### config.mk
export PLATFORM = sky130hd
export DESIGN_NAME = i2b_bridge
export DESIGN_NICKNAME = d
export VERILOG_FILES = /design/src/i2b_pkg.sv /design/src/i2b_stream_if.sv /design/src/i2b_fifo.sv /design/src/i2b_bridge.sv
export VERILOG_INCLUDE_DIRS = /design/src /design/src/src
export SDC_FILE = /design/constraint.sdc
export NUM_CORES = 1
export LEC_CHECK = 0
export ABC_CLOCK_PERIOD_IN_PS = 4200
export BUFFER_PORTS_ARGS = -buffer_cell sky130_fd_sc_hd__buf_2
export CAP_MARGIN = 5
export CORE_ASPECT_RATIO = 0.75
export CORE_UTILIZATION = 50
export DETAILED_ROUTE_END_ITERATION = 8
export GPL_TIMING_DRIVEN = 0
export HOLD_SLACK_MARGIN = 0.05
export PLACE_DENSITY_LB_ADDON = 0.05
export SYNTH_ARGS = -nofsm -noshare
export SYNTH_HDL_FRONTEND = slang
export SYNTH_SLANG_ARGS = --single-unit
### constraint.sdc
create_clock -name clk -period 4.2 [get_ports clk]
set_input_delay 0.63 -clock clk [delete_from_list [all_inputs] [get_ports clk]]
set_output_delay 0.63 -clock clk [all_outputs]
set_load 0.05 [all_outputs]
### src/i2b_cfg.svh
`ifndef I2B_CFG_SVH
`define I2B_CFG_SVH
// What this block does
// - Sole master: drives clock, START, STOP
// - Direction decides who transmits and receives
// - Up to 626 kbit/s at n=1, above the fast-mode 400; seven-bit target addresses
// - Bus clock is 626 kHz over n
// - Divisor n loaded from each command
// - No extensions: no ten-bit, no high-speed
// - Bytes pass through untouched

// Core clock and bus clock base, in kHz
`define I2B_CLK_KHZ 10000
`define I2B_BASE_KHZ 626
// Quarter phases per bus clock period
`define I2B_PHASES 4
// Highest fast-mode bit rate, kbit/s
`define I2B_FAST_KBPS 400
// Largest divisor n
`define I2B_DIV_MAX 256
// Write data buffer
`define I2B_FIFO_DEPTH 16
`define I2B_DATA_W 8
`define I2B_ADDR_W 7
// Bit index of the acknowledge slot in a byte
`define I2B_ACK_BIT 4'h8
`define I2B_LAST_BIT 4'h7
`endif

### src/i2b_pkg.sv
package i2b_pkg;
  // Transfer sequencer states
  typedef enum logic [2:0] {
    I2B_IDLE = 3'h0,
    I2B_START = 3'h1,
    I2B_ADDR = 3'h2,
    I2B_WR = 3'h3,
    I2B_RD = 3'h4,
    I2B_STOP = 3'h5
  } i2b_state_e;

  // Completion status of a command
  typedef enum logic [1:0] {
    I2B_ST_OK = 2'h0,
    I2B_ST_ADDR_NACK = 2'h1,
    I2B_ST_DATA_NACK = 2'h2
  } i2b_status_e;

  typedef logic [7:0] i2b_byte_t;
endpackage

### src/i2b_stream_if.sv
`timescale 1ns/1ps
// Valid/ready byte stream between the bridge and its buffer
interface i2b_stream_if #(
  parameter int W = 8
);
  logic valid;
  logic [W-1:0] data;
  logic ready;
  modport src (output valid, output data, input ready);
  modport snk (input valid, input data, output ready);
endinterface

### src/i2b_fifo.sv
`timescale 1ns/1ps
module i2b_fifo #(
  parameter int W = 8,
  parameter int DEPTH = 16
) (
  input wire logic clk,
  input wire logic rstn,
  i2b_stream_if.snk up,
  i2b_stream_if.src dn
);
  localparam int AW = $clog2(DEPTH);

  logic [W-1:0] mem_q [DEPTH];
  logic [AW-1:0] wp_q;
  logic [AW-1:0] rp_q;
  logic [AW:0] cnt_q;
  logic [AW:0] cnt_d;
  logic rdy_q;
  logic ov_q;
  logic [W-1:0] od_q;

  // Push and pop qualifiers
  wire push = up.valid && rdy_q;
  wire load = (cnt_q != '0) && (!ov_q || dn.ready);
  assign cnt_d = cnt_q + (AW+1)'(push) - (AW+1)'(load);

  // Ports come straight from flops
  assign up.ready = rdy_q;
  assign dn.valid = ov_q;
  assign dn.data = od_q;

  // Storage array, no reset needed
  always_ff @(posedge clk) begin
    if (push) begin
      mem_q[wp_q] <= up.data;
    end
  end

  // Pointers, fill level and ready
  always_ff @(posedge clk) begin
    if (!rstn) begin
      wp_q <= '0;
      rp_q <= '0;
      cnt_q <= '0;
      rdy_q <= 1'b1;
    end else begin
      wp_q <= push ? wp_q + 1'b1 : wp_q;
      rp_q <= load ? rp_q + 1'b1 : rp_q;
      cnt_q <= cnt_d;
      rdy_q <= int'(cnt_d) < DEPTH;
    end
  end

  // Registered read port
  always_ff @(posedge clk) begin
    if (!rstn) begin
      ov_q <= 1'b0;
      od_q <= '0;
    end else if (load) begin
      ov_q <= 1'b1;
      od_q <= mem_q[rp_q];
    end else if (dn.ready) begin
      ov_q <= 1'b0;
    end
  end
endmodule // i2b_fifo

### src/i2b_bridge.sv
`timescale 1ns/1ps
`include "i2b_cfg.svh"
module i2b_bridge
  import i2b_pkg::*;
#(
  parameter int DEPTH = `I2B_FIFO_DEPTH,
  parameter int DW = `I2B_DATA_W
) (
  input wire logic clk,
  input wire logic rstn,
  input wire logic cmd_valid,
  output logic cmd_ready,
  input wire logic [`I2B_ADDR_W-1:0] cmd_addr,
  input wire logic cmd_read,
  input wire logic [7:0] cmd_len,
  input wire logic [7:0] cmd_div_m1,
  input wire logic wdat_valid,
  output logic wdat_ready,
  input wire logic [DW-1:0] wdat,
  output logic rdat_valid,
  output logic [DW-1:0] rdat,
  output logic done,
  output logic [1:0] status,
  output logic busy,
  input wire logic scl_line,
  output logic scl_val,
  output logic scl_en,
  input wire logic sda_line,
  output logic sda_val,
  output logic sda_en
);
  // Phase step derived from base rate and core clock
  localparam int STEP = `I2B_BASE_KHZ * `I2B_PHASES;
  localparam logic [14:0] STEP_W = 15'(STEP);
  localparam logic [14:0] MOD_W = 15'(`I2B_CLK_KHZ);

  i2b_state_e state_q;
  i2b_state_e state_d;
  i2b_status_e status_q;
  logic [1:0] ph_q;
  logic [3:0] bit_q;
  logic [7:0] sh_q;
  logic [7:0] len_q;
  logic [`I2B_ADDR_W-1:0] addr_q;
  logic rnw_q;
  logic [7:0] div_q;
  logic [7:0] div_cnt_q;
  logic [14:0] acc_q;
  logic samp_q;
  logic [7:0] drain_q;
  logic [7:0] drain_d;
  logic scl_en_q;
  logic sda_en_q;
  logic line_val_q;
  logic cmd_ready_q;
  logic rdat_valid_q;
  logic [DW-1:0] rdat_q;
  logic done_q;
  logic busy_q;

  // Write data buffer in front of the sequencer
  i2b_stream_if #(.W(DW)) fin ();
  i2b_stream_if #(.W(DW)) fout ();
  assign fin.valid = wdat_valid;
  assign fin.data = wdat;
  assign wdat_ready = fin.ready;

  i2b_fifo #(.W(DW), .DEPTH(DEPTH)) u_fifo (
    .clk(clk),
    .rstn(rstn),
    .up(fin.snk),
    .dn(fout.src)
  );

  // Fractional base tick and divide-by-n phase tick
  wire run = state_q != I2B_IDLE;
  wire [14:0] acc_sum = acc_q + STEP_W;
  wire base_tick = acc_sum >= MOD_W;
  wire [14:0] acc_d = base_tick ? acc_sum - MOD_W : acc_sum;
  wire ph_tick = run && base_tick && (div_cnt_q == div_q);

  // Bit and byte position decode
  wire end_bit = ph_q == 2'h3;
  wire ack_bit = bit_q == `I2B_ACK_BIT;
  wire byte_end = end_bit && ack_bit;
  wire nack = samp_q;
  wire st_addr = state_q == I2B_ADDR;
  wire st_wr = state_q == I2B_WR;
  wire st_rd = state_q == I2B_RD;
  wire last_byte = len_q == 8'h1;

  // Next write byte needed from the buffer
  wire addr_go_wr = st_addr && !nack && (len_q != 8'h0) && !rnw_q;
  wire wr_more = st_wr && !nack && !last_byte;
  wire need_byte = byte_end && (addr_go_wr || wr_more);

  // Hold phase while buffer is empty or a target stretches the clock
  wire stall = (need_byte && !fout.valid) || (ph_q == 2'h1 && !scl_line);
  wire adv = ph_tick && !stall;
  wire take = cmd_valid && cmd_ready_q;
  wire drain_pop = !run && (drain_q != 8'h0) && fout.valid;
  wire pop = (adv && need_byte) || drain_pop;
  assign fout.ready = pop;

  // Missing acknowledge decode, leftover write bytes discarded later
  wire addr_nack = adv && byte_end && st_addr && nack;
  wire wr_nack = adv && byte_end && st_wr && nack;
  assign drain_d = (addr_nack && !rnw_q) ? len_q :
                   wr_nack ? len_q - 8'h1 :
                   drain_pop ? drain_q - 8'h1 : drain_q;

  // Line drive per state and phase; enable high pulls the line low
  wire data_st = st_addr || st_wr || st_rd;
  wire scl_drv = (state_q == I2B_START) ? (ph_q == 2'h3) :
                 (state_q == I2B_STOP) ? (ph_q == 2'h0) :
                 data_st ? (ph_q == 2'h0 || ph_q == 2'h3) : 1'b0;
  wire tx_drv = ack_bit ? 1'b0 : ~sh_q[7];
  wire rx_drv = ack_bit && !last_byte;
  wire sda_drv = (state_q == I2B_START) ? (ph_q != 2'h0) :
                 (state_q == I2B_STOP) ? (ph_q < 2'h2) :
                 (st_addr || st_wr) ? tx_drv :
                 st_rd ? rx_drv : 1'b0;

  // Sequencer next state
  always_comb begin
    state_d = state_q;
    unique case (state_q)
      I2B_IDLE: begin
        if (take) begin
          state_d = I2B_START;
        end
      end
      I2B_START: begin
        if (adv && end_bit) begin
          state_d = I2B_ADDR;
        end
      end
      I2B_ADDR: begin
        if (adv && byte_end) begin
          state_d = (nack || len_q == 8'h0) ? I2B_STOP : (rnw_q ? I2B_RD : I2B_WR);
        end
      end
      I2B_WR: begin
        if (adv && byte_end) begin
          state_d = (nack || last_byte) ? I2B_STOP : I2B_WR;
        end
      end
      I2B_RD: begin
        if (adv && byte_end) begin
          state_d = last_byte ? I2B_STOP : I2B_RD;
        end
      end
      I2B_STOP: begin
        if (adv && end_bit) begin
          state_d = I2B_IDLE;
        end
      end
      default: state_d = I2B_IDLE;
    endcase
  end

  // State, phase and divider counters
  always_ff @(posedge clk) begin
    if (!rstn) begin
      state_q <= I2B_IDLE;
      ph_q <= 2'h0;
      acc_q <= 15'h0;
      div_cnt_q <= 8'h0;
    end else begin
      state_q <= state_d;
      ph_q <= !run ? 2'h0 : (adv ? ph_q + 2'h1 : ph_q);
      acc_q <= acc_d;
      div_cnt_q <= (!run || ph_tick) ? 8'h0 : (base_tick ? div_cnt_q + 8'h1 : div_cnt_q);
    end
  end

  // Command capture, divisor reloaded per command
  always_ff @(posedge clk) begin
    if (!rstn) begin
      addr_q <= '0;
      rnw_q <= 1'b0;
      div_q <= 8'hff;
    end else if (take) begin
      addr_q <= cmd_addr;
      rnw_q <= cmd_read;
      div_q <= cmd_div_m1;
    end
  end

  // Remaining byte count
  always_ff @(posedge clk) begin
    if (!rstn) begin
      len_q <= 8'h0;
    end else if (take) begin
      len_q <= cmd_len;
    end else if (adv && byte_end && (st_wr || st_rd)) begin
      len_q <= len_q - 8'h1;
    end
  end

  // Shift register and bit counter; bytes move unaltered
  always_ff @(posedge clk) begin
    if (!rstn) begin
      sh_q <= 8'h0;
      bit_q <= 4'h0;
    end else if (adv && state_q == I2B_START && end_bit) begin
      sh_q <= {addr_q, rnw_q};
      bit_q <= 4'h0;
    end else if (adv && byte_end) begin
      sh_q <= pop ? fout.data : sh_q;
      bit_q <= 4'h0;
    end else if (adv && end_bit && data_st) begin
      sh_q <= st_rd ? sh_q : {sh_q[6:0], 1'b0};
      bit_q <= bit_q + 4'h1;
    end else if (adv && ph_q == 2'h1 && st_rd && !ack_bit) begin
      sh_q <= {sh_q[6:0], sda_line};
    end
  end

  // Line sample while clock is high
  always_ff @(posedge clk) begin
    if (!rstn) begin
      samp_q <= 1'b0;
    end else if (adv && ph_q == 2'h1) begin
      samp_q <= sda_line;
    end
  end

  // Pin drive flops
  always_ff @(posedge clk) begin
    if (!rstn) begin
      scl_en_q <= 1'b0;
      sda_en_q <= 1'b0;
      line_val_q <= 1'b0;
    end else begin
      scl_en_q <= scl_drv;
      sda_en_q <= sda_drv;
      line_val_q <= 1'b0;
    end
  end

  // Read data out, one pulse per byte
  always_ff @(posedge clk) begin
    if (!rstn) begin
      rdat_valid_q <= 1'b0;
      rdat_q <= '0;
    end else begin
      rdat_valid_q <= adv && end_bit && st_rd && bit_q == `I2B_LAST_BIT;
      if (adv && end_bit && st_rd && bit_q == `I2B_LAST_BIT) begin
        rdat_q <= sh_q;
      end
    end
  end

  // Status, completion and handshake
  always_ff @(posedge clk) begin
    if (!rstn) begin
      status_q <= I2B_ST_OK;
      drain_q <= 8'h0;
      done_q <= 1'b0;
      busy_q <= 1'b0;
      cmd_ready_q <= 1'b0;
    end else begin
      status_q <= take ? I2B_ST_OK : addr_nack ? I2B_ST_ADDR_NACK :
                  wr_nack ? I2B_ST_DATA_NACK : status_q;
      drain_q <= drain_d;
      done_q <= adv && end_bit && state_q == I2B_STOP;
      busy_q <= state_d != I2B_IDLE;
      cmd_ready_q <= !run && !take && drain_d == 8'h0;
    end
  end

  assign cmd_ready = cmd_ready_q;
  assign rdat_valid = rdat_valid_q;
  assign rdat = rdat_q;
  assign done = done_q;
  assign status = status_q;
  assign busy = busy_q;
  assign scl_val = line_val_q;
  assign sda_val = line_val_q;
  assign scl_en = scl_en_q;
  assign sda_en = sda_en_q;

  // Cycles between phase ticks, and unstalled cycles spent in STOP
  logic [11:0] gap_q;
  logic gap_ok_q;
  logic [12:0] stop_cnt_q;
  always_ff @(posedge clk) begin
    if (!rstn || !run) begin
      gap_q <= 12'h0;
      gap_ok_q <= 1'b0;
      stop_cnt_q <= 13'h0;
    end else begin
      gap_q <= ph_tick ? 12'h1 : gap_q + 12'h1;
      gap_ok_q <= gap_ok_q || ph_tick;
      stop_cnt_q <= (state_q != I2B_STOP) ? 13'h0 : stop_cnt_q + 13'(!stall);
    end
  end
endmodule // i2b_bridge

==> flow_summary_export.csv, run 1 <==
group,metric,value,unit
job,maxCapViolCount,0,
placement,dpl.cell_count,1303,
route,maxUsedRoutingLayer,"met4",
timing,skew,13.6,ps
yosys,syn_area,10900,um2
yosys,yosysWarnings,0,
route,drcViolationCount,0,
setup_path,path_class,"reg -> reg",
yosys,yosysUniqueCellTypes,79,
power,power_leakage,0.00444,uW
floorplan,start_util,51.4,%
route,detail_route.first_pass.iterations,5,
layout,design_area,12500,um2
timing,maxSlewViolCount,0,
power,ir_worst_vdd,0.456,mV
yosys,synth_edf_count,128,
min_path,worstHoldPathType,"in -> reg",
floorplan,core,21300,um2
placement,dpl.hpwl,19600,um
yosys,ys_ff_latch,237,
grt,antenna_found_initial,0,
timing,setup_viol_count_final,0,
layout,layout.cells.non_filler,1351,
yosys,avgSynthCellArea,11.4,um2
layout,drive_above_1_share,15.9,%
setup_path,crit_chain,"xnor2_1 -> nand4_1 -> nor3_2 -> o211ai_2 -> or4_4 -> a21oi_4 -> buf_8 -> ha_1 -> inv_1 -> ha_1 -> fa_2 -> a21oi_1 -> nor2_1 -> nor2_1 -> xnor2_1 -> and2_1 -> inv_1",
timing,setup_tns,0,ps
placement,io_buffer_count,54,
grt,grt_max_degree,17,
grt,grt_use_total,24.9,%
placement,routabilityCongestion,0.925,
grt,overflow,0,
route,met1_length,14400,um
route,drt_iter0_markers,749,
status,status,"complete, no violations",
timing,rsz0062_at_grt,"no",
setup_path,start_kind,"flop",
route,wl_per_cell,20.4,um
timing,period_share,95.2,%
route,met3WireLength,2100,um
yosys,synthCells,960,
yosys,synth_async_sr_flop_share,0,%
timing,worstMarginPinSlew,1060,ps
setup_path,cp_num_buf_inv,3,
cts,cts.clk_slew.worst_paths,60,ps
timing,period_minus_slack,4000,ps
cts,cts-buffers-inserted,24,
route,drt-total-wl,27600,um
yosys,synthFlopType,"edfxtp_1",
cts,htree_levels,1,
setup_path,critPathSlowestCell,"or4_4",
setup_path,cp.arrival,4410,ps
layout,diodes,0,
timing,fmax,250,MHz
cts,clock_sinks,237,
timing,relSlewSlack,28.7,%
route,wl_met2,10700,um
timing,hold_viol,0,
floorplan,row_count,46,
cts,cts_tree,"built",
grt,grt_pass1_vias,7124,
cts,cts_buffer_depth,3,
cts,clk_root_buffer_cell,"clkbuf_16",
yosys,seq_area_frac_synth,55.0,%
power,cellPowerDensity,607,nW/um2
timing,fin_worst_hold_slack,313,ps
route,antenna_left,0,
setup_path,worst_path_dominant_cell_family,"simple AND/OR/NAND/NOR gates",
route,vias_per_cell,5.76,
route,vias,7780,
floorplan,die_area,22500,um2
setup_path,crit_path_end_kind,"flop",
setup_path,crit_fanout,10,
floorplan,die_x,173,um
cts,clock_latency,520,ps
floorplan,chipHeight,130,um
grt,grt_pass1_wl,42500,um
floorplan,io_pins,57,
power,finalPower,7560,uW
setup_path,required,4620,ps
placement,place_area,11600,um2
setup_path,cpPeakStageDelay,490,ps
layout,num-nets-final,1109,
layout,area_delta_synth_final,13.8,%
worst min-delay path, cell delays in order:
cell,delay [ps]
buf_2,70
nand2_1,40
nand3_1,60
cells by family (layout without fill, tap and decap cells):
group / Yosys count / count (layout) / share of synthesized area [%]
AO/OA/AOI/OAI: 169 / 169 / 10.7
AND/OR/NAND/NOR: 329 / 329 / 14.9
adder cells (fa/ha/maj): 26 / 26 / 3.04
other: 1 / 2 / 0.0343
XOR/XNOR: 51 / 51 / 4.22
multiplexers: 63 / 63 / 8.97
buffers and inverters: 84 / 186 / 3.14
flip-flops: 237 / 237 / 55.0
worst paths after layout:
kind | start | end | slack [ps] | cells past startpoint
setup / recovery | div_cnt_q[2] | u_fifo.up.ready | 200 | 17
hold / removal | cmd_div_m1[4] | div_q[4] | 310 | 3
setup reg to reg | div_cnt_q[2] | u_fifo.up.ready | 200 | 17
hold reg to reg | addr_q[4] | sh_q[5] | 450 | 2
cell usage after synthesis (5+ instances only):
| master | count | area share, % |
|---|---|---|
| nand3_1 | 34 | 1.6 |
| and2_1 | 11 | 0.63 |
| dfxtp_1 | 109 | 20 |
| or3_1 | 15 | 0.86 |
| nor2b_1 | 6 | 0.34 |
| o21ai_0 | 42 | 1.9 |
| clkbuf_1 | 35 | 1.2 |
| mux2i_1 | 34 | 3.1 |
| a22oi_1 | 6 | 0.41 |
| nand2b_1 | 7 | 0.40 |
| a21oi_1 | 41 | 1.9 |
| ha_1 | 25 | 2.9 |
| nand2_1 | 85 | 2.9 |
| a221oi_1 | 8 | 0.64 |
| and3b_1 | 5 | 0.40 |
| a31oi_1 | 9 | 0.51 |
| nor4_1 | 6 | 0.34 |
| edfxtp_1 | 128 | 35 |
| nand4_1 | 12 | 0.69 |
| xnor2_1 | 37 | 3.0 |
| xor2_1 | 12 | 0.96 |
| a311oi_1 | 8 | 0.64 |
| mux4_2 | 28 | 5.8 |
| inv_1 | 33 | 1.1 |
| a21o_1 | 6 | 0.41 |
| nor3_1 | 25 | 1.1 |
| nor2_1 | 88 | 3.0 |
| a211oi_1 | 8 | 0.55 |
| buf_1 | 6 | 0.21 |
| buf_2 | 5 | 0.23 |
| and3_1 | 9 | 0.51 |
power by group:
group          switching (uW)  leakage, uW  internal [uW]
sequential                200      0.00204           2690
combinational            1500      0.00203           1080
clock                     893     0.000370           1210
total                    2590      0.00444           4970
layout make-up:
class                   instances  area, um2
plain buffers                  50        220
clock buffers                  29        641
clock inverters                15        123
fillers                      1829       8830
inverters                      33        124
multi-input cells             640       4660
flip-flops and latches        237       6030
well taps                     288        360
repair buffers                 59        303
state kept, by name, indices dropped and copies added, names as in the netlist, 5 cells and up:
register	count
sh_q	8
u_fifo.cnt_q	5
addr_q	7
len_q	8
u_fifo.mem_q	128
div_q	8
div_cnt_q	8
u_fifo.dn.data	8
acc_q	12
rdat	8
drain_q	8
cells in the final DEF (no fill, tap or decap), types with 5 or more instances in the layout:
cell / n
nor3_2: 5
a21oi_1: 41
a22oi_1: 6
xor2_1: 12
mux4_2: 28
buf_2: 60
nand3_1: 34
buf_1: 6
clkbuf_16: 25
and3b_1: 5
nand2b_1: 7
nor3_1: 20
nand4_1: 12
and3_1: 9
nor2b_1: 6
nor4_1: 5
buf_4: 7
nor2_1: 88
nand2_1: 84
ha_1: 24
a221oi_1: 8
mux2i_1: 34
and2_1: 11
inv_1: 32
edfxtp_1: 128
xnor2_1: 37
o21ai_0: 42
a21o_1: 6
clkbuf_1: 38
a211oi_1: 8
or3_1: 15
a311oi_1: 7
clkinv_1: 6
dfxtp_1: 106
a31oi_1: 9
clkinv_2: 5
per-layer routing:
metal | track usage, % | vias to the layer above
li1 | - | 3706
met1 | 41.2 | 3785
met2 | 33.5 | 264
met3 | 4.37 | 25
met4 | 4.11 | 0
met5 | 0 | -
metrics by stage:
step,util (%),setup slack [ps]
floorplan,-,243
global placement,54.4,-393
detailed placement,54.5,-381
CTS,58.2,3.68
global route,58.5,64.8
finish,58.5,202
timing repair:
item                       in CTS  in global routing
cloned                          0                  0
hold buffers                    0                  0
buffers inserted                3                  0
pin swaps                       3                  3
gates resized for setup         2                 13
setup endpoints to repair       5                  2
No activity file was read; power rests on OpenSTA's default activity.
==> inputs of run 2 (changes only) <==
- CORE_ASPECT_RATIO: 0.75 -> not set
==> run 2 against run 1 <==
  * Sequential power about the same
  * Clock-buffer cell count unchanged
  * Clock skew up 0.51 ps
  * Via count down 0.44%
  * Global-route usage down 0.094 points
  * Sequential cell count unchanged
  * Combinational power down 2%
  * Sequential share of layout area down 0.27 points
  * Utilization up 0.53 points
  * Register-to-register slack better by 60 ps
  * Critical endpoint unchanged
  * Highest routed layer unchanged
==> flow_summary_export.csv, run 2 (synthesis gave the netlist of run 1 again) <==
group,metric,value,unit
power,swShare,34.0,%
floorplan,core,21200,um2
setup_path,cpPeakStageDelay,600,ps
timing,worstMarginPinSlew,1340,ps
layout,multi_input_area,4650,um2
route,drt_iter0_markers,632,
timing,worst_slack,259,ps
floorplan,die_area,22500,um2
grt,overflow,0,
route,vias_per_cell,5.77,
placement,place_area,11600,um2
setup_path,worst_path_dominant_cell_family,"simple AND/OR/NAND/NOR gates",
timing,rsz0062_at_grt,"no",
layout,diodes,0,
grt,grt_max_degree,17,
power,p_int,5050,uW
setup_path,required,4630,ps
layout,final_cell_mix,"128 x edfxtp_1, 106 x dfxtp_1, 88 x nor2_1",
power,pwr-share-clk,29.2,%
layout,layout.cells.non_filler,1343,
route,antenna_left,0,
timing,hold_viol,0,
layout,largest_reg_flops,128,
cts,clk_root_buffer_cell,"clkbuf_16",
route,vias,7746,
grt,antenna_found_initial,0,
setup_path,crit_path_end_kind,"flop",
layout,area_delta_synth_final,14.5,%
placement,dp_slack,-354,ps
floorplan,chipHeight,150,um
min_path,worstHoldPathType,"in -> reg",
cts,clock_sinks,237,
layout,design_area,12500,um2
grt,grt_use_total,24.8,%
timing,maxSlewViolCount,0,
cts,cts-buffers-inserted,26,
placement,dpl.cell_count,1290,
power,ir_worst_vdd,0.371,mV
timing,period_minus_slack,3940,ps
route,drcViolationCount,0,
status,status,"complete, no violations",
route,detail_route.first_pass.iterations,5,
layout,regMostFlops,"u_fifo.mem_q",
power,finalPower,7650,uW
layout,nFillCells,1809,
power,cellPowerDensity,610,nW/um2
layout,layout_commonest_cell,"edfxtp_1",
route,drt-total-wl,27000,um
placement,io_buffer_count,54,
route,wl_per_cell,20.1,um
job,maxCapViolCount,0,
timing,setup_tns,0,ps
power,power.switching,2600,uW
cts,cts_buffer_depth,3,
floorplan,row_count,53,
floorplan,start_util,51.6,%
placement,dpl.hpwl,18900,um
timing,skew,14.1,ps
layout,register_area,6030,um2
layout,drive_above_1_share,16.8,%
layout,num-nets-final,1112,
power,pwr-share-comb,33.3,%
floorplan,die_x,150,um
power,power_leakage,0.00448,uW
setup_path,cp.arrival,4370,ps
setup_path,start_kind,"flop",
floorplan,io_pins,57,
cts,cts_tree,"built",
setup_path,crit_fanout,10,
placement,routabilityCongestion,0.902,
grt,grt_pass1_vias,7397,
setup_path,crit_chain,"inv_1 -> ha_1 -> mux2_2 -> a311oi_4 -> nand2_1 -> or4_4 -> a21oi_4 -> buf_8 -> ha_1 -> inv_1 -> ha_1 -> fa_2 -> a21oi_1 -> nor2_1 -> nor2_1 -> xnor2_1 -> and2_1 -> inv_1",
grt,grt_pass1_wl,41900,um
cts,clock_latency,540,ps
cts,htree_levels,1,
timing,fmax,254,MHz
setup_path,path_class,"reg -> reg",
setup_path,cp_num_buf_inv,4,
timing,setup_viol_count_final,0,
cts,cts.clk_slew.worst_paths,60,ps
timing,period_share,93.8,%
timing,relSlewSlack,10.1,%
power,seq_power_share,37.6,%
setup_path,critPathSlowestCell,"or4_4",
layout,biggestRegsByFlops,"u_fifo.mem_q x128, acc_q x12",
-- run 2: worst register-to-register path, delay by kind of cell, from the launching register on --
family	cells	cell delay, ps
multiplexers	1	290
XOR/XNOR	1	120
buffers and inverters	4	390
AO/OA/AOI/OAI	3	660
AND/OR/NAND/NOR	5	1090
flip-flops	1	390
adder cells (fa/ha/maj)	4	920
-- run 2: layout make-up --
| class | count | area share [%] |
|---|---|---|
| well taps | 275 | 2.75 |
| clock inverters | 19 | 1.38 |
| repair buffers | 59 | 2.46 |
| inverters | 33 | 0.989 |
| flip-flops and latches | 237 | 48.1 |
| plain buffers | 51 | 1.79 |
| clock buffers | 29 | 5.36 |
| multi-input cells | 640 | 37.1 |
-- run 2: path summary, 6_finish.rpt --
path	slack, ps	cells past startpoint	endpoint	start
max	260	18	u_fifo.up.ready	len_q[1]
min	300	3	div_q[4]	cmd_div_m1[4]
max reg2reg	260	18	u_fifo.up.ready	len_q[1]
min reg2reg	460	2	sh_q[5]	addr_q[4]
-- run 2: through the flow --
step	hold slack (ps)	utilization, %
global route	300	59.1
floorplan	425	-
finish	297	59.1
detailed placement	445	54.6
global placement	446	54.5
CTS	284	58.7
-- run 2: power groups by stage --
stage	clock, uW	combinational [uW]	sequential, uW
finish	2230	2540	2870
global route	2380	2800	2900
CTS	2280	2500	2870
detailed placement	0	2450	2910
global placement	0	2430	2910
floorplan	0	1840	2900
-- run 2: repair_timing --
| item | 4_1_cts | 5_1_grt |
|---|---|---|
| hold buffers | 0 | 0 |
| resized for setup | 2 | 12 |
| buffers inserted | 2 | 3 |
| setup endpoints to repair | 2 | 2 |
| pin swaps | 2 | 5 |
-- run 2: per-layer routing --
metal | GRT usage [%] | wire, um
met3 | 3.32 | 1410
met2 | 41.9 | 13100
met5 | 0 | 0
met1 | 33.0 | 11500
met4 | 7.88 | 941
